--- src/dpot_map.svh ---
// Constants for the dual pot serial command decoder and its host.
// Assumes a 10 MHz system clock on both ends.
`ifndef DPOT_MAP_SVH
`define DPOT_MAP_SVH

// ----------------------------------------
// Frame layout
// ----------------------------------------
`define DPOT_TYPE_ID 4'h5
`define DPOT_OP_RD_WIPER 4'h9
`define DPOT_OP_WR_WIPER 4'ha
`define DPOT_OP_RD_STORE 4'hb
`define DPOT_OP_WR_STORE 4'hc
`define DPOT_OP_RECALL 4'hd
`define DPOT_OP_SAVE 4'he
`define DPOT_OP_GRECALL 4'h1
`define DPOT_OP_GSAVE 4'h8
`define DPOT_OP_STEP 4'h2
`define DPOT_OP_STATUS 4'h5

// ----------------------------------------
// Reset values and timing
// ----------------------------------------
`define DPOT_STORED_RESET 6'h00
`define DPOT_CLK_NS 100
`define DPOT_NV_WRITE_US 5000
`define DPOT_NV_WRITE_CYC (`DPOT_NV_WRITE_US * 1000 / `DPOT_CLK_NS)
`define DPOT_WIPER_RESP_NS 5000
`define DPOT_WIPER_RESP_CYC (`DPOT_WIPER_RESP_NS / `DPOT_CLK_NS)
`define DPOT_SCK_HALF_NS 400
`define DPOT_SCK_HALF_CYC (`DPOT_SCK_HALF_NS / `DPOT_CLK_NS)

// ----------------------------------------
// Host command registers
// ----------------------------------------
`define DPOT_REG_CMD 8'h00
`define DPOT_REG_TARGET 8'h04
`define DPOT_REG_RXDATA 8'h08
`define DPOT_REG_STATUS 8'h0c
`define DPOT_CMD_LONG_BIT 16

`endif

--- src/dpot_pkg.sv ---
// Types shared by both ends of the dual pot serial link.
// Assumes nothing beyond a SystemVerilog compiler.
package dpot_pkg;

  // ----------------------------------------
  // Device frame states
  // ----------------------------------------
  typedef enum logic [4:0] {
    DPOT_ST_ADDR = 5'b00001,
    DPOT_ST_INSTR = 5'b00010,
    DPOT_ST_DATA = 5'b00100,
    DPOT_ST_STEP = 5'b01000,
    DPOT_ST_IGNORE = 5'b10000
  } dpot_dev_state_t;

  // ----------------------------------------
  // Host link states
  // ----------------------------------------
  typedef enum logic [5:0] {
    DPOT_H_IDLE = 6'b000001,
    DPOT_H_SETUP = 6'b000010,
    DPOT_H_LOW = 6'b000100,
    DPOT_H_HIGH = 6'b001000,
    DPOT_H_HOLD = 6'b010000,
    DPOT_H_GAP = 6'b100000
  } dpot_host_state_t;

  typedef logic [5:0] dpot_tap_t;

endpackage

--- src/dpot_if.sv ---
// Serial link between the pot device and its host controller.
// The device holds so low while so_oe is low; the host ignores so_oe and reads so through a two-stage synchroniser.
`timescale 1ns/1ns
interface dpot_if;
  logic sck;
  logic cs_n;
  logic si;
  logic so;
  logic so_oe;

  // Device end
  modport dev (input sck, input cs_n, input si, output so, output so_oe);
  // Host end
  modport host (output sck, output cs_n, output si, input so);
endinterface

--- src/dpot_dev.sv ---
// Dual pot device: serial command decoder, wiper and stored settings.
// Assumes the link pins arrive asynchronously and are synchronised here.
//
// Implementation choices: the address map and the pin synchronisers.
`timescale 1ns/1ns
`include "dpot_map.svh"
module dpot_dev #(
  parameter int NV_WRITE_CYCLES = `DPOT_NV_WRITE_CYC,
  parameter int RESP_CYCLES = `DPOT_WIPER_RESP_CYC
) (
  // Clock and reset
  input wire logic hclk,
  input wire logic hresetn,
  // Serial link
  dpot_if.dev link,
  // Address straps
  input wire logic addr_pin_hi,
  input wire logic addr_pin_lo,
  // Wiper taps and status
  output logic [5:0] wiper_out0,
  output logic [5:0] wiper_out1,
  output logic write_busy_flag
);

  // ----------------------------------------
  // Declarations
  // ----------------------------------------
  logic [1:0] sck_sync_ff;
  logic [1:0] cs_sync_ff;
  logic [1:0] si_sync_ff;
  logic [1:0] ahi_sync_ff;
  logic [1:0] alo_sync_ff;
  logic sck_q_ff;
  logic cs_q_ff;
  dpot_pkg::dpot_dev_state_t state_ff;
  logic [2:0] bit_cnt_ff;
  logic [6:0] shift_ff;
  logic [7:0] instr_ff;
  logic rd_ff;
  logic [7:0] tx_ff;
  dpot_pkg::dpot_tap_t wiper_position_reg [2];
  dpot_pkg::dpot_tap_t stored_setting_reg [8];
  logic nv_pending_ff;
  logic [31:0] busy_cnt_ff;
  logic [15:0] resp_cnt_ff;
  logic sck_rise;
  logic sck_fall;
  logic cs_act;
  logic cs_rise;
  logic byte_done;
  logic [7:0] in_byte;
  logic [3:0] op;
  logic pot;
  logic [2:0] set_idx;
  logic sel_zero;

  // ----------------------------------------
  // Pin synchronisers and edges
  // ----------------------------------------
  // Two stages per pin; only the second stage is looked at
  always_ff @(posedge hclk or negedge hresetn) begin
    if (!hresetn) begin
      sck_sync_ff <= 2'h0;
      cs_sync_ff <= 2'h3;
      si_sync_ff <= 2'h0;
      ahi_sync_ff <= 2'h0;
      alo_sync_ff <= 2'h0;
      sck_q_ff <= 1'b0;
      cs_q_ff <= 1'b1;
    end else begin
      sck_sync_ff <= {sck_sync_ff[0], link.sck};
      cs_sync_ff <= {cs_sync_ff[0], link.cs_n};
      si_sync_ff <= {si_sync_ff[0], link.si};
      ahi_sync_ff <= {ahi_sync_ff[0], addr_pin_hi};
      alo_sync_ff <= {alo_sync_ff[0], addr_pin_lo};
      sck_q_ff <= sck_sync_ff[1];
      cs_q_ff <= cs_sync_ff[1];
    end
  end

  assign cs_act = ~cs_sync_ff[1];
  assign cs_rise = cs_sync_ff[1] & ~cs_q_ff;
  assign sck_rise = sck_sync_ff[1] & ~sck_q_ff & cs_act;
  assign sck_fall = ~sck_sync_ff[1] & sck_q_ff & cs_act;
  assign byte_done = sck_rise && (bit_cnt_ff == 3'h7);
  assign in_byte = {shift_ff, si_sync_ff[1]};
  assign op = in_byte[7:4];
  assign pot = in_byte[0];
  assign set_idx = {in_byte[0], in_byte[3:2]};
  assign sel_zero = (in_byte[3:2] == 2'h0) && !in_byte[1];

  // ----------------------------------------
  // Frame sequencing
  // ----------------------------------------
  // Bits are taken on each rising serial clock while selected
  always_ff @(posedge hclk or negedge hresetn) begin
    if (!hresetn) begin
      state_ff <= dpot_pkg::DPOT_ST_ADDR;
      bit_cnt_ff <= 3'h0;
      shift_ff <= 7'h00;
      instr_ff <= 8'h00;
      rd_ff <= 1'b0;
    end else if (!cs_act) begin
      state_ff <= dpot_pkg::DPOT_ST_ADDR;
      bit_cnt_ff <= 3'h0;
      rd_ff <= 1'b0;
    end else if (sck_rise) begin
      bit_cnt_ff <= bit_cnt_ff + 3'h1;
      shift_ff <= in_byte[6:0];
      if (byte_done) begin
        case (state_ff)
          dpot_pkg::DPOT_ST_ADDR: begin
            // type pattern and address pins must match
            if (in_byte[7:4] == `DPOT_TYPE_ID && in_byte[3:2] == 2'h0 &&
                in_byte[1:0] == {ahi_sync_ff[1], alo_sync_ff[1]}) begin
              state_ff <= dpot_pkg::DPOT_ST_INSTR;
            end else begin
              state_ff <= dpot_pkg::DPOT_ST_IGNORE;
            end
          end
          dpot_pkg::DPOT_ST_INSTR: begin
            instr_ff <= in_byte;
            case (op)
              `DPOT_OP_RD_WIPER, `DPOT_OP_WR_WIPER, `DPOT_OP_RD_STORE,
              `DPOT_OP_WR_STORE: begin
                state_ff <= dpot_pkg::DPOT_ST_DATA;
                rd_ff <= (op == `DPOT_OP_RD_WIPER) || (op == `DPOT_OP_RD_STORE);
              end
              `DPOT_OP_STATUS: begin
                state_ff <= pot ? dpot_pkg::DPOT_ST_DATA : dpot_pkg::DPOT_ST_IGNORE;
                rd_ff <= pot;
              end
              `DPOT_OP_STEP: state_ff <= dpot_pkg::DPOT_ST_STEP;
              // transfers end after the instruction byte
              default: state_ff <= dpot_pkg::DPOT_ST_IGNORE;
            endcase
          end
          dpot_pkg::DPOT_ST_DATA: state_ff <= dpot_pkg::DPOT_ST_IGNORE;
          dpot_pkg::DPOT_ST_STEP: state_ff <= dpot_pkg::DPOT_ST_STEP;
          default: state_ff <= dpot_pkg::DPOT_ST_IGNORE;
        endcase
      end
    end
  end

  // ----------------------------------------
  // Wiper and stored setting registers
  // ----------------------------------------
  // Saves are refused while a non-volatile write is still running
  always_ff @(posedge hclk or negedge hresetn) begin
    if (!hresetn) begin
      for (int i = 0; i < 2; i++) begin
        wiper_position_reg[i] <= `DPOT_STORED_RESET;
      end
      for (int i = 0; i < 8; i++) begin
        stored_setting_reg[i] <= `DPOT_STORED_RESET;
      end
    end else if (sck_rise) begin
      case (state_ff)
        dpot_pkg::DPOT_ST_INSTR: begin
          if (bit_cnt_ff == 3'h7) begin
            // recall, save, global recall and global save opcodes
            case (op)
              `DPOT_OP_RECALL: wiper_position_reg[pot] <= stored_setting_reg[set_idx];
              `DPOT_OP_SAVE: begin
                if (!write_busy_flag) begin
                  stored_setting_reg[set_idx] <= wiper_position_reg[pot];
                end
              end
              `DPOT_OP_GRECALL: begin
                if (!pot) begin
                  wiper_position_reg[0] <= stored_setting_reg[{1'b0, in_byte[3:2]}];
                  wiper_position_reg[1] <= stored_setting_reg[{1'b1, in_byte[3:2]}];
                end
              end
              `DPOT_OP_GSAVE: begin
                if (!pot && !write_busy_flag) begin
                  stored_setting_reg[{1'b0, in_byte[3:2]}] <= wiper_position_reg[0];
                  stored_setting_reg[{1'b1, in_byte[3:2]}] <= wiper_position_reg[1];
                end
              end
              default: ;
            endcase
          end
        end
        dpot_pkg::DPOT_ST_DATA: begin
          if (bit_cnt_ff == 3'h7 && in_byte[7:6] == 2'h0) begin
            if (instr_ff[7:4] == `DPOT_OP_WR_WIPER && instr_ff[3:1] == 3'h0) begin
              wiper_position_reg[instr_ff[0]] <= in_byte[5:0];
            end
            if (instr_ff[7:4] == `DPOT_OP_WR_STORE && !write_busy_flag) begin
              stored_setting_reg[{instr_ff[0], instr_ff[3:2]}] <= in_byte[5:0];
            end
          end
        end
        dpot_pkg::DPOT_ST_STEP: begin
          if (instr_ff[3:1] == 3'h0) begin
            // up on high, stop at 63
            if (si_sync_ff[1] && wiper_position_reg[instr_ff[0]] != 6'h3f) begin
              wiper_position_reg[instr_ff[0]] <= wiper_position_reg[instr_ff[0]] + 6'h01;
            end
            // down on low, stop at 0
            if (!si_sync_ff[1] && wiper_position_reg[instr_ff[0]] != 6'h00) begin
              wiper_position_reg[instr_ff[0]] <= wiper_position_reg[instr_ff[0]] - 6'h01;
            end
          end
        end
        default: ;
      endcase
    end
  end

  // ----------------------------------------
  // Read data shifter
  // ----------------------------------------
  // Loaded as the instruction ends; the next falling clock shows bit 7
  always_ff @(posedge hclk or negedge hresetn) begin
    if (!hresetn) begin
      tx_ff <= 8'h00;
      link.so <= 1'b0;
      link.so_oe <= 1'b0;
    end else if (!cs_act) begin
      link.so <= 1'b0;
      link.so_oe <= 1'b0;
    end else begin
      if (byte_done && state_ff == dpot_pkg::DPOT_ST_INSTR) begin
        case (op)
          // wiper read, top two bits zero
          `DPOT_OP_RD_WIPER: tx_ff <= sel_zero ? {2'h0, wiper_position_reg[pot]} : 8'h00;
          `DPOT_OP_RD_STORE: tx_ff <= {2'h0, stored_setting_reg[set_idx]};
          `DPOT_OP_STATUS: tx_ff <= {7'h00, write_busy_flag};
          default: tx_ff <= 8'h00;
        endcase
      end else if (sck_fall && state_ff == dpot_pkg::DPOT_ST_DATA && rd_ff) begin
        link.so <= tx_ff[7];
        link.so_oe <= 1'b1;
        tx_ff <= {tx_ff[6:0], 1'b0};
      end
    end
  end

  // ----------------------------------------
  // Non-volatile write timing
  // ----------------------------------------
  // a save marks a pending write
  // programming starts at chip select rise
  always_ff @(posedge hclk or negedge hresetn) begin
    if (!hresetn) begin
      nv_pending_ff <= 1'b0;
      busy_cnt_ff <= 32'h0;
      write_busy_flag <= 1'b0;
    end else begin
      if (byte_done && !write_busy_flag &&
          ((state_ff == dpot_pkg::DPOT_ST_INSTR &&
            (op == `DPOT_OP_SAVE || (op == `DPOT_OP_GSAVE && !pot))) ||
           (state_ff == dpot_pkg::DPOT_ST_DATA && in_byte[7:6] == 2'h0 &&
            instr_ff[7:4] == `DPOT_OP_WR_STORE))) begin
        nv_pending_ff <= 1'b1;
      end else if (cs_rise) begin
        nv_pending_ff <= 1'b0;
      end
      if (cs_rise && nv_pending_ff) begin
        write_busy_flag <= 1'b1;
        busy_cnt_ff <= 32'h0;
      end else if (write_busy_flag) begin
        if (busy_cnt_ff == NV_WRITE_CYCLES - 1) begin
          write_busy_flag <= 1'b0;
        end
        busy_cnt_ff <= busy_cnt_ff + 32'h1;
      end
    end
  end

  // ----------------------------------------
  // Wiper response delay
  // ----------------------------------------
  // counted from the first mismatch, so steady stepping cannot starve it
  always_ff @(posedge hclk or negedge hresetn) begin
    if (!hresetn) begin
      wiper_out0 <= `DPOT_STORED_RESET;
      wiper_out1 <= `DPOT_STORED_RESET;
      resp_cnt_ff <= 16'h0;
    end else if (wiper_out0 != wiper_position_reg[0] ||
                 wiper_out1 != wiper_position_reg[1]) begin
      if (resp_cnt_ff == 16'(RESP_CYCLES - 1)) begin
        wiper_out0 <= wiper_position_reg[0];
        wiper_out1 <= wiper_position_reg[1];
        resp_cnt_ff <= 16'h0;
      end else begin
        resp_cnt_ff <= resp_cnt_ff + 16'h1;
      end
    end else begin
      resp_cnt_ff <= 16'h0;
    end
  end

endmodule

--- src/flat_wrapper.sv ---
// flat-port wrapper written by rule: the top's interface ports become plain ports
module dpot_dev_flat 
#(
  parameter int NV_WRITE_CYCLES = `DPOT_NV_WRITE_CYC,
  parameter int RESP_CYCLES = `DPOT_WIPER_RESP_CYC
)
  (hclk, hresetn, addr_pin_hi, addr_pin_lo, wiper_out0, wiper_out1, write_busy_flag, link_sck, link_cs_n, link_si, link_so, link_so_oe);
  dpot_if link_i ();
  input wire logic hclk;
  input wire logic hresetn;
  input wire logic addr_pin_hi;
  input wire logic addr_pin_lo;
  output logic [5:0] wiper_out0;
  output logic [5:0] wiper_out1;
  output logic write_busy_flag;
  input wire logic [$bits(link_i.sck)-1:0] link_sck;
  input wire logic [$bits(link_i.cs_n)-1:0] link_cs_n;
  input wire logic [$bits(link_i.si)-1:0] link_si;
  output wire logic [$bits(link_i.so)-1:0] link_so;
  output wire logic [$bits(link_i.so_oe)-1:0] link_so_oe;
  assign link_i.sck = link_sck;
  assign link_i.cs_n = link_cs_n;
  assign link_i.si = link_si;
  assign link_so = link_i.so;
  assign link_so_oe = link_i.so_oe;
  dpot_dev #(.NV_WRITE_CYCLES(NV_WRITE_CYCLES), .RESP_CYCLES(RESP_CYCLES)) u_core (.hclk(hclk), .hresetn(hresetn), .link(link_i), .addr_pin_hi(addr_pin_hi), .addr_pin_lo(addr_pin_lo), .wiper_out0(wiper_out0), .wiper_out1(wiper_out1), .write_busy_flag(write_busy_flag));
endmodule
--- config.mk ---
export PLATFORM = sky130hd
export DESIGN_NAME = dpot_dev_flat
export DESIGN_NICKNAME = d
export VERILOG_FILES = /design/src/dpot_pkg.sv /design/src/dpot_if.sv /design/src/dpot_dev.sv /design/src/flat_wrapper.sv
export VERILOG_INCLUDE_DIRS = /design/src
export SDC_FILE = /design/constraint.sdc
export NUM_CORES = 1
export LEC_CHECK = 0
export ABC_AREA = 1
export BUFFER_PORTS_ARGS = -buffer_cell sky130_fd_sc_hd__buf_2
export CELL_PAD_IN_SITES_DETAIL_PLACEMENT = 2
export CELL_PAD_IN_SITES_GLOBAL_PLACEMENT = 2
export CORE_AREA = 2 2 141 198
export DETAILED_ROUTE_END_ITERATION = 8
export DIE_AREA = 0 0 143 200
export PLACE_DENSITY = 0.92
export SLEW_MARGIN = 20
export SYNTH_ARGS = -nofsm -noshare
export SYNTH_HDL_FRONTEND = slang
export SYNTH_SLANG_ARGS = --single-unit
--- constraint.sdc ---
create_clock -name hclk -period 5.4 [get_ports hclk]
set_input_delay 0 -clock hclk [delete_from_list [all_inputs] [get_ports hclk]]
set_output_delay 0 -clock hclk [all_outputs]
set_load 0.03 [all_outputs]
==> results of run 1 <==
-- final cells by class --
| cell class | instances | area, um2 |
|---|---|---|
| clock buffer | 18 | 439 |
| tap | 365 | 457 |
| clock inverter | 14 | 116 |
| timing repair buffer | 35 | 244 |
| fill | 3185 | 15200 |
| inverter | 197 | 744 |
| sequential | 168 | 4210 |
| multi-input combinational | 1054 | 5280 |
-- cells in the mapped netlist, types with 3 or more instances --
master and count:
sky130_fd_sc_hd__xor2_1 17, sky130_fd_sc_hd__buf_6 9, sky130_fd_sc_hd__buf_2 17, sky130_fd_sc_hd__o21ai_1 38, sky130_fd_sc_hd__a21oi_2 3, sky130_fd_sc_hd__nor2_1 108, sky130_fd_sc_hd__o21ai_2 5, sky130_fd_sc_hd__nor3_1 30
sky130_fd_sc_hd__nor4_1 10, sky130_fd_sc_hd__o21ai_0 132, sky130_fd_sc_hd__nor3b_1 4, sky130_fd_sc_hd__xnor2_1 5, sky130_fd_sc_hd__nand3_2 11, sky130_fd_sc_hd__nand3_1 87, sky130_fd_sc_hd__a21boi_1 8, sky130_fd_sc_hd__nand2_1 403
sky130_fd_sc_hd__ha_1 8, sky130_fd_sc_hd__a31oi_1 8, sky130_fd_sc_hd__o31ai_1 12, sky130_fd_sc_hd__clkbuf_1 24, sky130_fd_sc_hd__o2111ai_1 6, sky130_fd_sc_hd__nand2_2 4, sky130_fd_sc_hd__o22ai_1 27, sky130_fd_sc_hd__inv_1 178
sky130_fd_sc_hd__nor2_2 8, sky130_fd_sc_hd__nand4_1 30, sky130_fd_sc_hd__a22oi_1 13, sky130_fd_sc_hd__a21oi_1 39, sky130_fd_sc_hd__or2_2 3, sky130_fd_sc_hd__dfstp_2 4, sky130_fd_sc_hd__o211ai_1 5, sky130_fd_sc_hd__inv_2 15
sky130_fd_sc_hd__buf_4 4, sky130_fd_sc_hd__nor2_4 4, sky130_fd_sc_hd__a211oi_1 4, sky130_fd_sc_hd__dfrtp_1 164
-- worst min-delay path by stage --
stage,to,slack [ns],depth (start not counted)
after floorplan,u_core.ahi_sync_ff[0]$_DFF_PN0_,-0.30,0
after global placement,u_core.si_sync_ff[1]$_DFF_PN0_,-0.10,1
after detailed placement,u_core.si_sync_ff[1]$_DFF_PN0_,-0.10,1
after CTS,u_core.stored_setting_reg[42]$_DFFE_PN0P_,0.09,3
after global routing,u_core.stored_setting_reg[42]$_DFFE_PN0P_,0.11,3
final,u_core.stored_setting_reg[42]$_DFFE_PN0P_,0.1,3
-- per-stage QoR --
stage / power, mW / instances / utilization (%) / worst slack (ns) / hold slack (ns)
global route: 2.90 / 1851 / 43.0 / 1.88 / 0.109
detailed placement: 1.63 / 1812 / 40.6 / 2.29 / -0.101
CTS: 2.83 / 1851 / 43.0 / 2.10 / 0.0857
global placement: 1.61 / 1812 / 40.6 / 2.43 / -0.103
floorplan: 1.51 / 1475 / - / 3.41 / -0.296
finish: 2.81 / 1851 / 43.0 / 2.09 / 0.0965
-- per-layer routing --
metal | part of all wire (%) | up-vias | track usage [%]
li1 | - | 4847 | -
met1 | 37 | 5378 | 31.6
met2 | 52 | 275 | 55.4
met3 | 3.5 | 142 | 4.68
met4 | 7.2 | 0 | 21.0
met5 | 0 | - | 0
-- kinds of logic after synthesis --
family	count (synthesis)	synth area share (%)
XOR/XNOR	22	1.83
buffers and inverters	253	10.0
AO/OA/AOI/OAI	307	16.8
adder cells (fa/ha/maj)	8	0.949
AND/OR/NAND/NOR	717	30.5
flip-flops	168	39.9
-- where the power goes --
part	total, mW	internal [mW]	switching, mW	leakage, nW
logic	0.303	0.0573	0.246	3.13
clock network	1.19	0.610	0.579	0.268
registers	1.32	1.28	0.0435	2.31
total	2.81	1.94	0.868	5.70
-- worst max-delay path: stages (launching register included) --
cell and delay [ns]:
sky130_fd_sc_hd__dfrtp_1 0.39, sky130_fd_sc_hd__inv_1 0.06, sky130_fd_sc_hd__nand2_1 0.11, sky130_fd_sc_hd__nor2_2 0.74, sky130_fd_sc_hd__inv_1 0.25, sky130_fd_sc_hd__nor2_4 0.21, sky130_fd_sc_hd__inv_2 0.09, sky130_fd_sc_hd__nor2_2 0.52
sky130_fd_sc_hd__inv_2 0.22, sky130_fd_sc_hd__a21oi_2 0.31, sky130_fd_sc_hd__nand2_1 0.13, sky130_fd_sc_hd__a21oi_1 0.17
-- what timing repair did --
action,4_1_cts,5_1_grt
hold buffers,7,0
hold endpoints to repair,29,0
setup buffers,0,0
==> results.tsv, run 1 <==
metric	value	unit
status	finished, final reports clean	
cts_tree	built	
syn_nets	1490	
setup.worst_path.start	u_core.sck_q_ff$_DFF_PN0_	
synthDominantAreaCellType	sky130_fd_sc_hd__dfrtp_1	
die_area	28600	um2
synthArstFlopShare	100	%
layout_overhead_on_the_synthesized_area	9.02	%
reg2reg_from	u_core.sck_q_ff$_DFF_PN0_	
postSynthCellCount	1475	
maxSlewViolCount	0	
place.port_buffers	21	
h-tree-depth	4	
pwr_density_cell	245	nW/um2
rows	71	
grt_setup_unrepaired	no	
p_leak	5.70	nW
die_h	200	um
critPathLaunchType	register	
critical_path_required	5.77	ns
share_of_layout_cells_above_drive_strength_1	9.02	%
gr-usage-all-layers	30.3	%
vdd_drop_max	0.000269	V
grt_remaining_overflow	0	
period_minus_slack	3.31	ns
grt_first_pass_wirelength	66200	um
slew_headroom	28.8	%
cts_inserted_buffers	17	
sum_of_routed_wire_length_over_all_layers	41700	um
die-width	143	um
cts_buffer_depth	2	
cp.arrival	3.68	ns
synth_edf_count	0	
cts_root_buf	sky130_fd_sc_hd__clkbuf_16	
synth_area_per_cell	7.15	um2
placedInstanceArea	10800	um2
largest_register_ff_count	48	
min-delay-path-class	in2async	
finClkSkew	0.0126	ns
post_cts.resized_instances	0	
timing.setup.tns	0	ns
setup.worst_path.end	u_core.tx_ff[5]$_DFFE_PN0P_	
hold_violations	0	
remaining_drc_errors	0	
floorplan.core_area	26700	um2
drt-initial-drc-count	558	
share_of_the_clock_period_used_by_the_worst_path_after_layout	61.3	%
ys_dominant_reg_cell	sky130_fd_sc_hd__dfrtp_1	
drt_pre_antenna_iters	5	
final_common_cell	sky130_fd_sc_hd__nand2_1	
netlist_area	10500	um2
initial_utilization	39.4	%
route.vias.total	10600	
grt_max_degree	75	
postRouteAntennaNets	0	
number_of_antenna_violations_at_the_first_check_in_global_routing	0	
worst-r2r-cell-count	11	
n_antenna_cell	0	
detailedPlacementHpwl	30000	um
synthesis.yosys.warnings	0	
type_of_destination_of_the_critical_path	register	
clk_lat_worst_skew	0.46	ns
synth_top_area_share	38.9	%
final_net_count	1488	
mostFrequentLayoutCells	403 x sky130_fd_sc_hd__nand2_1, 178 x sky130_fd_sc_hd__inv_1, 164 x sky130_fd_sc_hd__dfrtp_1	
viasPerCell	5.75	
clock_sink_count	168	
timing.final.setup_violations	0	
worstReg2RegEnd	u_core.tx_ff[5]$_DFFE_PN0P_	
fmaxAchievable	302	MHz
synth.ff_latch_count	168	
final_cell_area	11500	um2
yosys.cell_types.count	57	
ios	22	
clk_transition_reported_paths	0.08	ns
gpl_congestion	0.984	
regToRegSetupSlack	2.09	ns
max-cap-violations	0	
max_slew.worst_pin.slew	1.07	ns
critical_path.max_fanout	21	
wire_per_inst	22.5	um
via_count_of_the_first_global_routing_pass	11900	
critPathKind	reg2reg	
share_of_the_yosys_chip_area_belonging_to_registers	39.9	%
synthTopCellsByArea	sky130_fd_sc_hd__dfrtp_1 39%, sky130_fd_sc_hd__nand2_1 14%, sky130_fd_sc_hd__inv_1 6.3%, sky130_fd_sc_hd__o21ai_0 6.3%, sky130_fd_sc_hd__nand3_1 4.1%	
No activity file was read; power rests on OpenSTA's default activity.
==> run 2: changes to the inputs <==
--- a/config.mk
+++ b/config.mk
@@ -6,14 +6,14 @@
 export SDC_FILE = /design/constraint.sdc
 export NUM_CORES = 1
 export LEC_CHECK = 0
-export ABC_AREA = 1
+export ABC_AREA = 0
 export BUFFER_PORTS_ARGS = -buffer_cell sky130_fd_sc_hd__buf_2
 export CELL_PAD_IN_SITES_DETAIL_PLACEMENT = 2
 export CELL_PAD_IN_SITES_GLOBAL_PLACEMENT = 2
-export CORE_AREA = 2 2 141 198
+export CORE_AREA = 2 2 130 183
 export DETAILED_ROUTE_END_ITERATION = 8
-export DIE_AREA = 0 0 143 200
-export PLACE_DENSITY = 0.92
+export DIE_AREA = 0 0 132 185
+export PLACE_DENSITY = 0.86
 export SLEW_MARGIN = 20
 export SYNTH_ARGS = -nofsm -noshare
 export SYNTH_HDL_FRONTEND = slang
==> constraint.sdc (replaced) <==
create_clock -name hclk -period 3.2 [get_ports hclk]
set_input_delay 0 -clock hclk [delete_from_list [all_inputs] [get_ports hclk]]
set_output_delay 0 -clock hclk [all_outputs]
set_load 0.03 [all_outputs]
==> run 2 against run 1 <==
  * Cell area down 6.8%
  * Register-to-register slack got worse by 1.8 ns
  * Sequential share of layout area rose by 2.7 points
  * Total power rose by 83%
  * Wire length fell by 20%
  * Global-route usage fell by 2.1 points
  * Maximum frequency increased by 13%
  * Via count shrank 24%
  * Count of clock-buffer cells in the layout is 5 higher
  * Largest cell class unchanged
==> results.tsv, run 2 <==
metric	value	unit	change
max-cap-violations	0		unchanged
postSynthCellCount	926		was 1475
post-synth-top-count-cell	sky130_fd_sc_hd__dfrtp_1		was sky130_fd_sc_hd__nand2_1
synthArstFlopShare	100	%	unchanged
timing.final.setup_violations	0		unchanged
worstReg2RegEnd	u_core.stored_setting_reg[35]$_DFFE_PN0P_		was u_core.tx_ff[5]$_DFFE_PN0P_
die-width	132	um	was 143 um
finClkSkew	0.0132	ns	was 0.0126 ns
timing.setup.tns	0	ns	unchanged
critical_path_required	3.49	ns	was 5.77 ns
synthTopCellsByArea	sky130_fd_sc_hd__dfrtp_1 43%, sky130_fd_sc_hd__o2bb2ai_1 4.6%, sky130_fd_sc_hd__a22oi_1 4.2%, sky130_fd_sc_hd__xor2_1 4.2%, sky130_fd_sc_hd__nor2_1 3.7%		was sky130_fd_sc_hd__dfrtp_1 39%, sky130_fd_sc_hd__nand2_1 14%, sky130_fd_sc_hd__inv_1 6.3%, sky130_fd_sc_hd__o21ai_0 6.3%, sky130_fd_sc_hd__nand3_1 4.1%
share_of_the_clock_period_used_by_the_worst_path_after_layout	91.9	%	was 61.3%
timing.critical_path.depth	6		was 11
post_cts.resized_instances	0		unchanged
share_of_layout_cells_above_drive_strength_1	17.0	%	was 9.02%
grt_first_pass_wirelength	53000	um	was 66200 um
placedInstanceArea	10100	um2	was 10800 um2
gr-usage-all-layers	28.2	%	was 30.3%
mostFrequentLayoutCells	164 x sky130_fd_sc_hd__dfrtp_1, 94 x sky130_fd_sc_hd__nor2_1, 53 x sky130_fd_sc_hd__nand2_1, 53 x sky130_fd_sc_hd__a22oi_1, 50 x sky130_fd_sc_hd__o2bb2ai_1		was 403 x sky130_fd_sc_hd__nand2_1, 178 x sky130_fd_sc_hd__inv_1, 164 x sky130_fd_sc_hd__dfrtp_1
total_power	5.15	mW	was 2.81 mW
syn_nets	941		was 1490
clock_sink_count	168		unchanged
maxSlewViolCount	0		unchanged
cts_buffer_depth	2		unchanged
synth_top_area_share	43.3	%	was 38.9%
place.port_buffers	21		unchanged
synthesis.yosys.warnings	0		unchanged
ys_top_cells_by_count	164 x sky130_fd_sc_hd__dfrtp_1, 94 x sky130_fd_sc_hd__nor2_1, 53 x sky130_fd_sc_hd__a22oi_1, 53 x sky130_fd_sc_hd__nand2_1, 50 x sky130_fd_sc_hd__o2bb2ai_1		was 403 x sky130_fd_sc_hd__nand2_1, 178 x sky130_fd_sc_hd__inv_1, 164 x sky130_fd_sc_hd__dfrtp_1
clk_lat_worst_skew	0.45	ns	was 0.46 ns
cp.arrival	3.23	ns	was 3.68 ns
p_leak	4.46	nW	was 5.70 nW
critical_path.max_fanout	21		unchanged
vdd_drop_max	0.000417	V	was 0.000269 V
sum_of_routed_wire_length_over_all_layers	33300	um	was 41700 um
rows	66		was 71
post-place-ws	0.275	ns	was 2.29 ns
number_of_antenna_violations_at_the_first_check_in_global_routing	0		unchanged
cts_inserted_buffers	17		unchanged
status	finished, final reports clean		unchanged
detailedPlacementHpwl	22600	um	was 30000 um
n_antenna_cell	0		unchanged
synth_edf_count	0		unchanged
yosys.cell_types.count	74		was 57
min-delay-path-class	in2async		unchanged
hold_violations	0		unchanged
pwr-share-comb	13.1	%	was 10.8%
synthDominantAreaCellType	sky130_fd_sc_hd__dfrtp_1		unchanged
wire_per_inst	26.2	um	was 22.5 um
share_of_the_yosys_chip_area_belonging_to_registers	44.4	%	was 39.9%
drt_pre_antenna_iters	5		unchanged
fmaxAchievable	340	MHz	was 302 MHz
drt-initial-drc-count	519		was 558
critPathTopFamily	simple AND/OR/NAND/NOR gates		unchanged
period_minus_slack	2.94	ns	was 3.31 ns
die_area	24400	um2	was 28600 um2
critPathLaunchType	register		unchanged
ios	22		unchanged
grt_setup_unrepaired	no		unchanged
max_slew.worst_pin.slew	1.03	ns	was 1.07 ns
worst-r2r-cell-count	6		was 11
regToRegSetupSlack	0.26	ns	was 2.09 ns
layout_overhead_on_the_synthesized_area	13.1	%	was 9.02%
worstPathCellList	nor3_4 -> nand2_2 -> nor4bb_1 -> o221ai_4 -> o21bai_4 -> o2bb2ai_1		was inv_1 -> nand2_1 -> nor2_2 -> inv_1 -> nor2_4 -> inv_2 -> nor2_2 -> inv_2 -> a21oi_2 -> nand2_1 -> a21oi_1
timing.critical_path.slowest_cell_delay	0.67	ns	was 0.74 ns
final_net_count	967		was 1488
postRouteAntennaNets	0		unchanged
cpMaxStageDelayCell	sky130_fd_sc_hd__nor4bb_1		was sky130_fd_sc_hd__nor2_2
critPathKind	reg2reg		unchanged
route.vias.total	8111		was 10600
clock_power_share	41.1	%	was 42.3%
remaining_drc_errors	0		unchanged
netlist_area	9470	um2	was 10500 um2
final_cell_area	10700	um2	was 11500 um2
viasPerCell	6.38		was 5.75
die_h	185	um	was 200 um
timing.critical_path.buf_inv	0		was 4
power.sequential.fraction	45.8	%	was 46.9%
cts_tree	built		unchanged
h-tree-depth	4		unchanged
type_of_destination_of_the_critical_path	register		unchanged
floorplan.core_area	22900	um2	was 26700 um2
grt_remaining_overflow	0		unchanged
p_int	3.63	mW	was 1.94 mW
slew_headroom	31.3	%	was 28.8%
ys_dominant_reg_cell	sky130_fd_sc_hd__dfrtp_1		unchanged
via_count_of_the_first_global_routing_pass	9053		was 11900
initial_utilization	41.4	%	was 39.4%
postLayoutSetupSlackWorst	0.261	ns	was 2.09 ns
gpl_congestion	0.850		was 0.984
synth_area_per_cell	10.2	um2	was 7.15 um2
reg2reg_from	u_core.state_ff[1]$_DFFE_PN0P_		was u_core.sck_q_ff$_DFF_PN0_
power.switching_fraction	29.6	%	was 30.9%
grt_max_degree	64		was 75
final_common_cell	sky130_fd_sc_hd__dfrtp_1		was sky130_fd_sc_hd__nand2_1
largest_register_ff_count	48		unchanged
cts_root_buf	sky130_fd_sc_hd__clkbuf_16		unchanged
synth.ff_latch_count	168		unchanged
p_switching	1.53	mW	was 0.868 mW
pwr_density_cell	481	nW/um2	was 245 nW/um2
clk_transition_reported_paths	0.07	ns	was 0.08 ns
==> run 2: changes by cell type in the layout (fill, tap and decap cells not counted), moves of 21 or more <==
cell	before	now
sky130_fd_sc_hd__a21oi_1	39	18
sky130_fd_sc_hd__a22oi_1	13	53
sky130_fd_sc_hd__buf_4	7	46
sky130_fd_sc_hd__inv_1	178	13
sky130_fd_sc_hd__mux2_2	0	26
sky130_fd_sc_hd__mux2i_1	0	30
sky130_fd_sc_hd__nand2_1	403	53
sky130_fd_sc_hd__nand3_1	87	28
sky130_fd_sc_hd__o21ai_0	132	27
sky130_fd_sc_hd__o21ai_1	38	4
sky130_fd_sc_hd__o2bb2ai_1	0	50
sky130_fd_sc_hd__xor2_1	17	45
==> run 2: cell families after synthesis <==
group | count (synthesis) | synth area share (%)
AOI/OAI and AO/OA | 234 | 19.2
xor gates and xnor gates | 62 | 5.73
adders and majority gates | 8 | 1.06
buffers and inverters | 79 | 3.39
DFF | 168 | 44.4
muxes | 68 | 9.11
and+or+nand+nor | 307 | 17.0
==> run 2: layout make-up <==
class                   instances  area [um2]
fillers                      2393       12200
multi-input cells             679        4970
flip-flops and latches        168        4210
repair buffers                 73         517
clock buffers                  23         478
well taps                     306         383
clock inverters                 9         115
inverters                      13        48.8
==> run 2: power groups by stage <==
stage / clock [mW] / combinational, mW / sequential (mW)
floorplan: 0 / 0.483 / 2.25
global placement: 0 / 0.611 / 2.38
detailed placement: 0 / 0.651 / 2.40
CTS: 2.17 / 0.668 / 2.36
global route: 2.23 / 0.719 / 2.37
finish: 2.12 / 0.673 / 2.36
==> run 2: worst reg2reg max path, stage by stage, from the launching register on <==
cell                        delay (ns)
sky130_fd_sc_hd__dfrtp_1          0.48
sky130_fd_sc_hd__nor3_4           0.40
sky130_fd_sc_hd__nand2_2          0.25
sky130_fd_sc_hd__nor4bb_1         0.68
sky130_fd_sc_hd__o221ai_4         0.45
sky130_fd_sc_hd__o21bai_4         0.35
sky130_fd_sc_hd__o2bb2ai_1        0.18
==> run 2: how the worst max path moves through the flow <==
stage / start / end / slack [ns]
after floorplan: u_core.instr_ff[0]$_DFFE_PN0P_ / u_core.wiper_position_reg[1]$_DFFE_PN0P_ / 0.008
after global placement: u_core.state_ff[1]$_DFFE_PN0P_ / u_core.stored_setting_reg[35]$_DFFE_PN0P_ / 0.51
after detailed placement: u_core.state_ff[1]$_DFFE_PN0P_ / u_core.stored_setting_reg[35]$_DFFE_PN0P_ / 0.27
after CTS: u_core.state_ff[1]$_DFFE_PN0P_ / u_core.stored_setting_reg[35]$_DFFE_PN0P_ / 0.27
after global routing: u_core.state_ff[1]$_DFFE_PN0P_ / u_core.stored_setting_reg[11]$_DFFE_PN0P_ / 0.1
final: u_core.state_ff[1]$_DFFE_PN0P_ / u_core.stored_setting_reg[35]$_DFFE_PN0P_ / 0.26
==> run 2: metal layers <==
| layer | up-vias | global-route usage, % | wire length (um) |
|---|---|---|---|
| met5 | - | 0 | 0 |
| met4 | 0 | 17.0 | 1790 |
| met3 | 101 | 4.35 | 1260 |
| met2 | 268 | 51.7 | 17800 |
| met1 | 4227 | 30.6 | 12400 |
| li1 | 3515 | - | - |
==> run 2: repair_timing <==
action | in CTS | in global routing
hold buffers | 6 | 0
setup buffers | 0 | 0
endpoints found under the hold margin | 64 | 0
==> run 2: through the flow <==
step                      utilization (%)  cells  hold slack [ns]
after floorplan                         -    926           -0.296
after global placement               44.0   1233           0.0284
after detailed placement             44.0   1233           0.0372
after CTS                            46.8   1271            0.120
after global routing                 46.8   1271            0.165
final                                46.8   1271            0.109
==> run 3: changes to the inputs <==
--- a/config.mk
+++ b/config.mk
@@ -13,6 +13,7 @@
 export CORE_AREA = 2 2 130 183
 export DETAILED_ROUTE_END_ITERATION = 8
 export DIE_AREA = 0 0 132 185
+export MAX_ROUTING_LAYER = met4
 export PLACE_DENSITY = 0.86
 export SLEW_MARGIN = 20
 export SYNTH_ARGS = -nofsm -noshare
==> run 3 against run 2 <==
  * First-iteration DRC count down 2.7%
  * Clock power about the same
  * Sequential power about the same
  * Combinational power about the same
  * Register-to-register slack about the same
  * Via count up 0.22%
  * Sequential share of layout area unchanged
  * Sequential cell count unchanged
==> results.tsv, run 3 (same netlist as run 2, synthesis figures left out) <==
metric	value	unit	change
grt_remaining_overflow	0		unchanged
initial_utilization	41.4	%	unchanged
via_count_of_the_first_global_routing_pass	9035		was 9053
rows	66		unchanged
final_net_count	967		unchanged
min-delay-path-class	in2async		unchanged
n_antenna_cell	0		unchanged
fillers	2393		unchanged
status	finished, final reports clean		unchanged
total_power	5.16	mW	was 5.15 mW
fmaxAchievable	341	MHz	was 340 MHz
drt_pre_antenna_iters	5		unchanged
cts_inserted_buffers	17		unchanged
share_of_layout_cells_above_drive_strength_1	17.0	%	unchanged
cts_root_buf	sky130_fd_sc_hd__clkbuf_16		unchanged
route.vias.total	8129		was 8111
critical_path.max_fanout	21		unchanged
critPathKind	reg2reg		unchanged
layout_overhead_on_the_synthesized_area	13.1	%	unchanged
postRouteAntennaNets	0		unchanged
final_common_cell	sky130_fd_sc_hd__dfrtp_1		unchanged
gr-usage-all-layers	29.1	%	was 28.2%
h-tree-depth	4		unchanged
gpl_congestion	0.863		was 0.850
slew_headroom	30.2	%	was 31.3%
maxSlewViolCount	0		unchanged
wire_per_inst	26.2	um	about the same
clk_lat_worst_skew	0.45	ns	about the same
critPathLaunchType	register		unchanged
floorplan.core_area	22900	um2	unchanged
sum_of_routed_wire_length_over_all_layers	33400	um	was 33300 um
type_of_destination_of_the_critical_path	register		unchanged
detailedPlacementHpwl	22600	um	unchanged
critical_path_required	3.49	ns	about the same
hold_violations	0		unchanged
timing.final.setup_violations	0		unchanged
share_of_the_clock_period_used_by_the_worst_path_after_layout	91.7	%	was 91.9%
mostFrequentLayoutCells	164 x sky130_fd_sc_hd__dfrtp_1, 94 x sky130_fd_sc_hd__nor2_1, 53 x sky130_fd_sc_hd__nand2_1, 53 x sky130_fd_sc_hd__a22oi_1, 50 x sky130_fd_sc_hd__o2bb2ai_1		unchanged
grt_max_degree	64		unchanged
p_leak	4.46	nW	unchanged
number_of_antenna_violations_at_the_first_check_in_global_routing	0		unchanged
timing.setup.tns	0	ns	unchanged
ios	22		unchanged
die_h	185	um	unchanged
die_area	24400	um2	unchanged
viasPerCell	6.40		was 6.38
remaining_drc_errors	0		unchanged
period_minus_slack	2.93	ns	was 2.94 ns
drt-initial-drc-count	505		was 519
pwr_density_cell	481	nW/um2	about the same
largest_register_ff_count	48		unchanged
clock_sink_count	168		unchanged
max-cap-violations	0		unchanged
grt_setup_unrepaired	no		unchanged
grt_first_pass_wirelength	53100	um	was 53000 um
cp.arrival	3.23	ns	about the same
clk_transition_reported_paths	0.07	ns	about the same
cts_tree	built		unchanged
die-width	132	um	unchanged
post_cts.resized_instances	0		unchanged
place.port_buffers	21		unchanged
vdd_drop_max	0.000420	V	was 0.000417 V
cts_buffer_depth	2		unchanged
finClkSkew	0.0116	ns	was 0.0132 ns
max_slew.worst_pin.slew	1.05	ns	was 1.03 ns
## run 3: cell counts in the layout (fill, tap and decap cells not counted)
No cell type changed its count.
## run 3: path summary, 6_finish.rpt
kind | slack (ns) | start | to | cells after the start
max in group asynchronous | 2.05 | hresetn | u_core.stored_setting_reg[0]$_DFFE_PN0P_ | 3
min in group hclk | 0.19 | addr_pin_lo | u_core.alo_sync_ff[0]$_DFF_PN0_ | 2
worst max register to register | 0.27 | u_core.state_ff[1]$_DFFE_PN0P_ | u_core.stored_setting_reg[35]$_DFFE_PN0P_ | 6
worst max-delay path | 0.27 | u_core.state_ff[1]$_DFFE_PN0P_ | u_core.stored_setting_reg[35]$_DFFE_PN0P_ | 6
worst min register to register | 0.35 | u_core.sck_sync_ff[0]$_DFF_PN0_ | u_core.sck_sync_ff[1]$_DFF_PN0_ | 0
worst min-delay path | 0.11 | hresetn | u_core.wiper_position_reg[1]$_DFFE_PN0P_ | 2
## run 3: cell type report
class	count	area, um2	share of cell area, %
multi-input cells	679	4970	46.3
well taps	306	383	3.57
inverters	13	48.8	0.455
clock buffers	23	478	4.46
flip-flops and latches	168	4210	39.3
repair buffers	73	517	4.82
clock inverters	9	115	1.07
## run 3: power by group
part	total [mW]	switching (mW)	internal (mW)
registers	2.36	0.195	2.17
clock network	2.12	0.903	1.22
logic	0.675	0.432	0.243
total	5.16	1.53	3.63
## run 3: per-stage QoR
stage          instance area, um2  hold slack, ns  utilization (%)  worst slack [ns]  cells
2_1_floorplan                9480          -0.296                -           0.00817    926
3_3_place_gp                10100          0.0284             44.0             0.509   1233
3_5_place_dp                10100          0.0372             44.0             0.275   1233
4_1_cts                     10700           0.120             46.8             0.274   1271
5_1_grt                     10700           0.163             46.8            0.0949   1271
6_report                    10700           0.111             46.8             0.266   1271
## run 3: per-layer routing
layer	share of wire [%]	GRT usage, %
met1	38	30.7
met2	53	51.8
met3	4.0	5.04
met4	5.2	16.1
met5	0	-
## run 3: critical path, cell delays in order (launching register included)
cell                        delay (ns)
sky130_fd_sc_hd__dfrtp_1          0.48
sky130_fd_sc_hd__nor3_4           0.40
sky130_fd_sc_hd__nand2_2          0.24
sky130_fd_sc_hd__nor4bb_1         0.67
sky130_fd_sc_hd__o221ai_4         0.44
sky130_fd_sc_hd__o21bai_4         0.35
sky130_fd_sc_hd__o2bb2ai_1        0.18
## run 3: timing repair
item | 4_1_cts | 5_1_grt
buffers inserted | 0 | 0
endpoints found under the hold margin | 64 | 0
hold buffers | 6 | 0
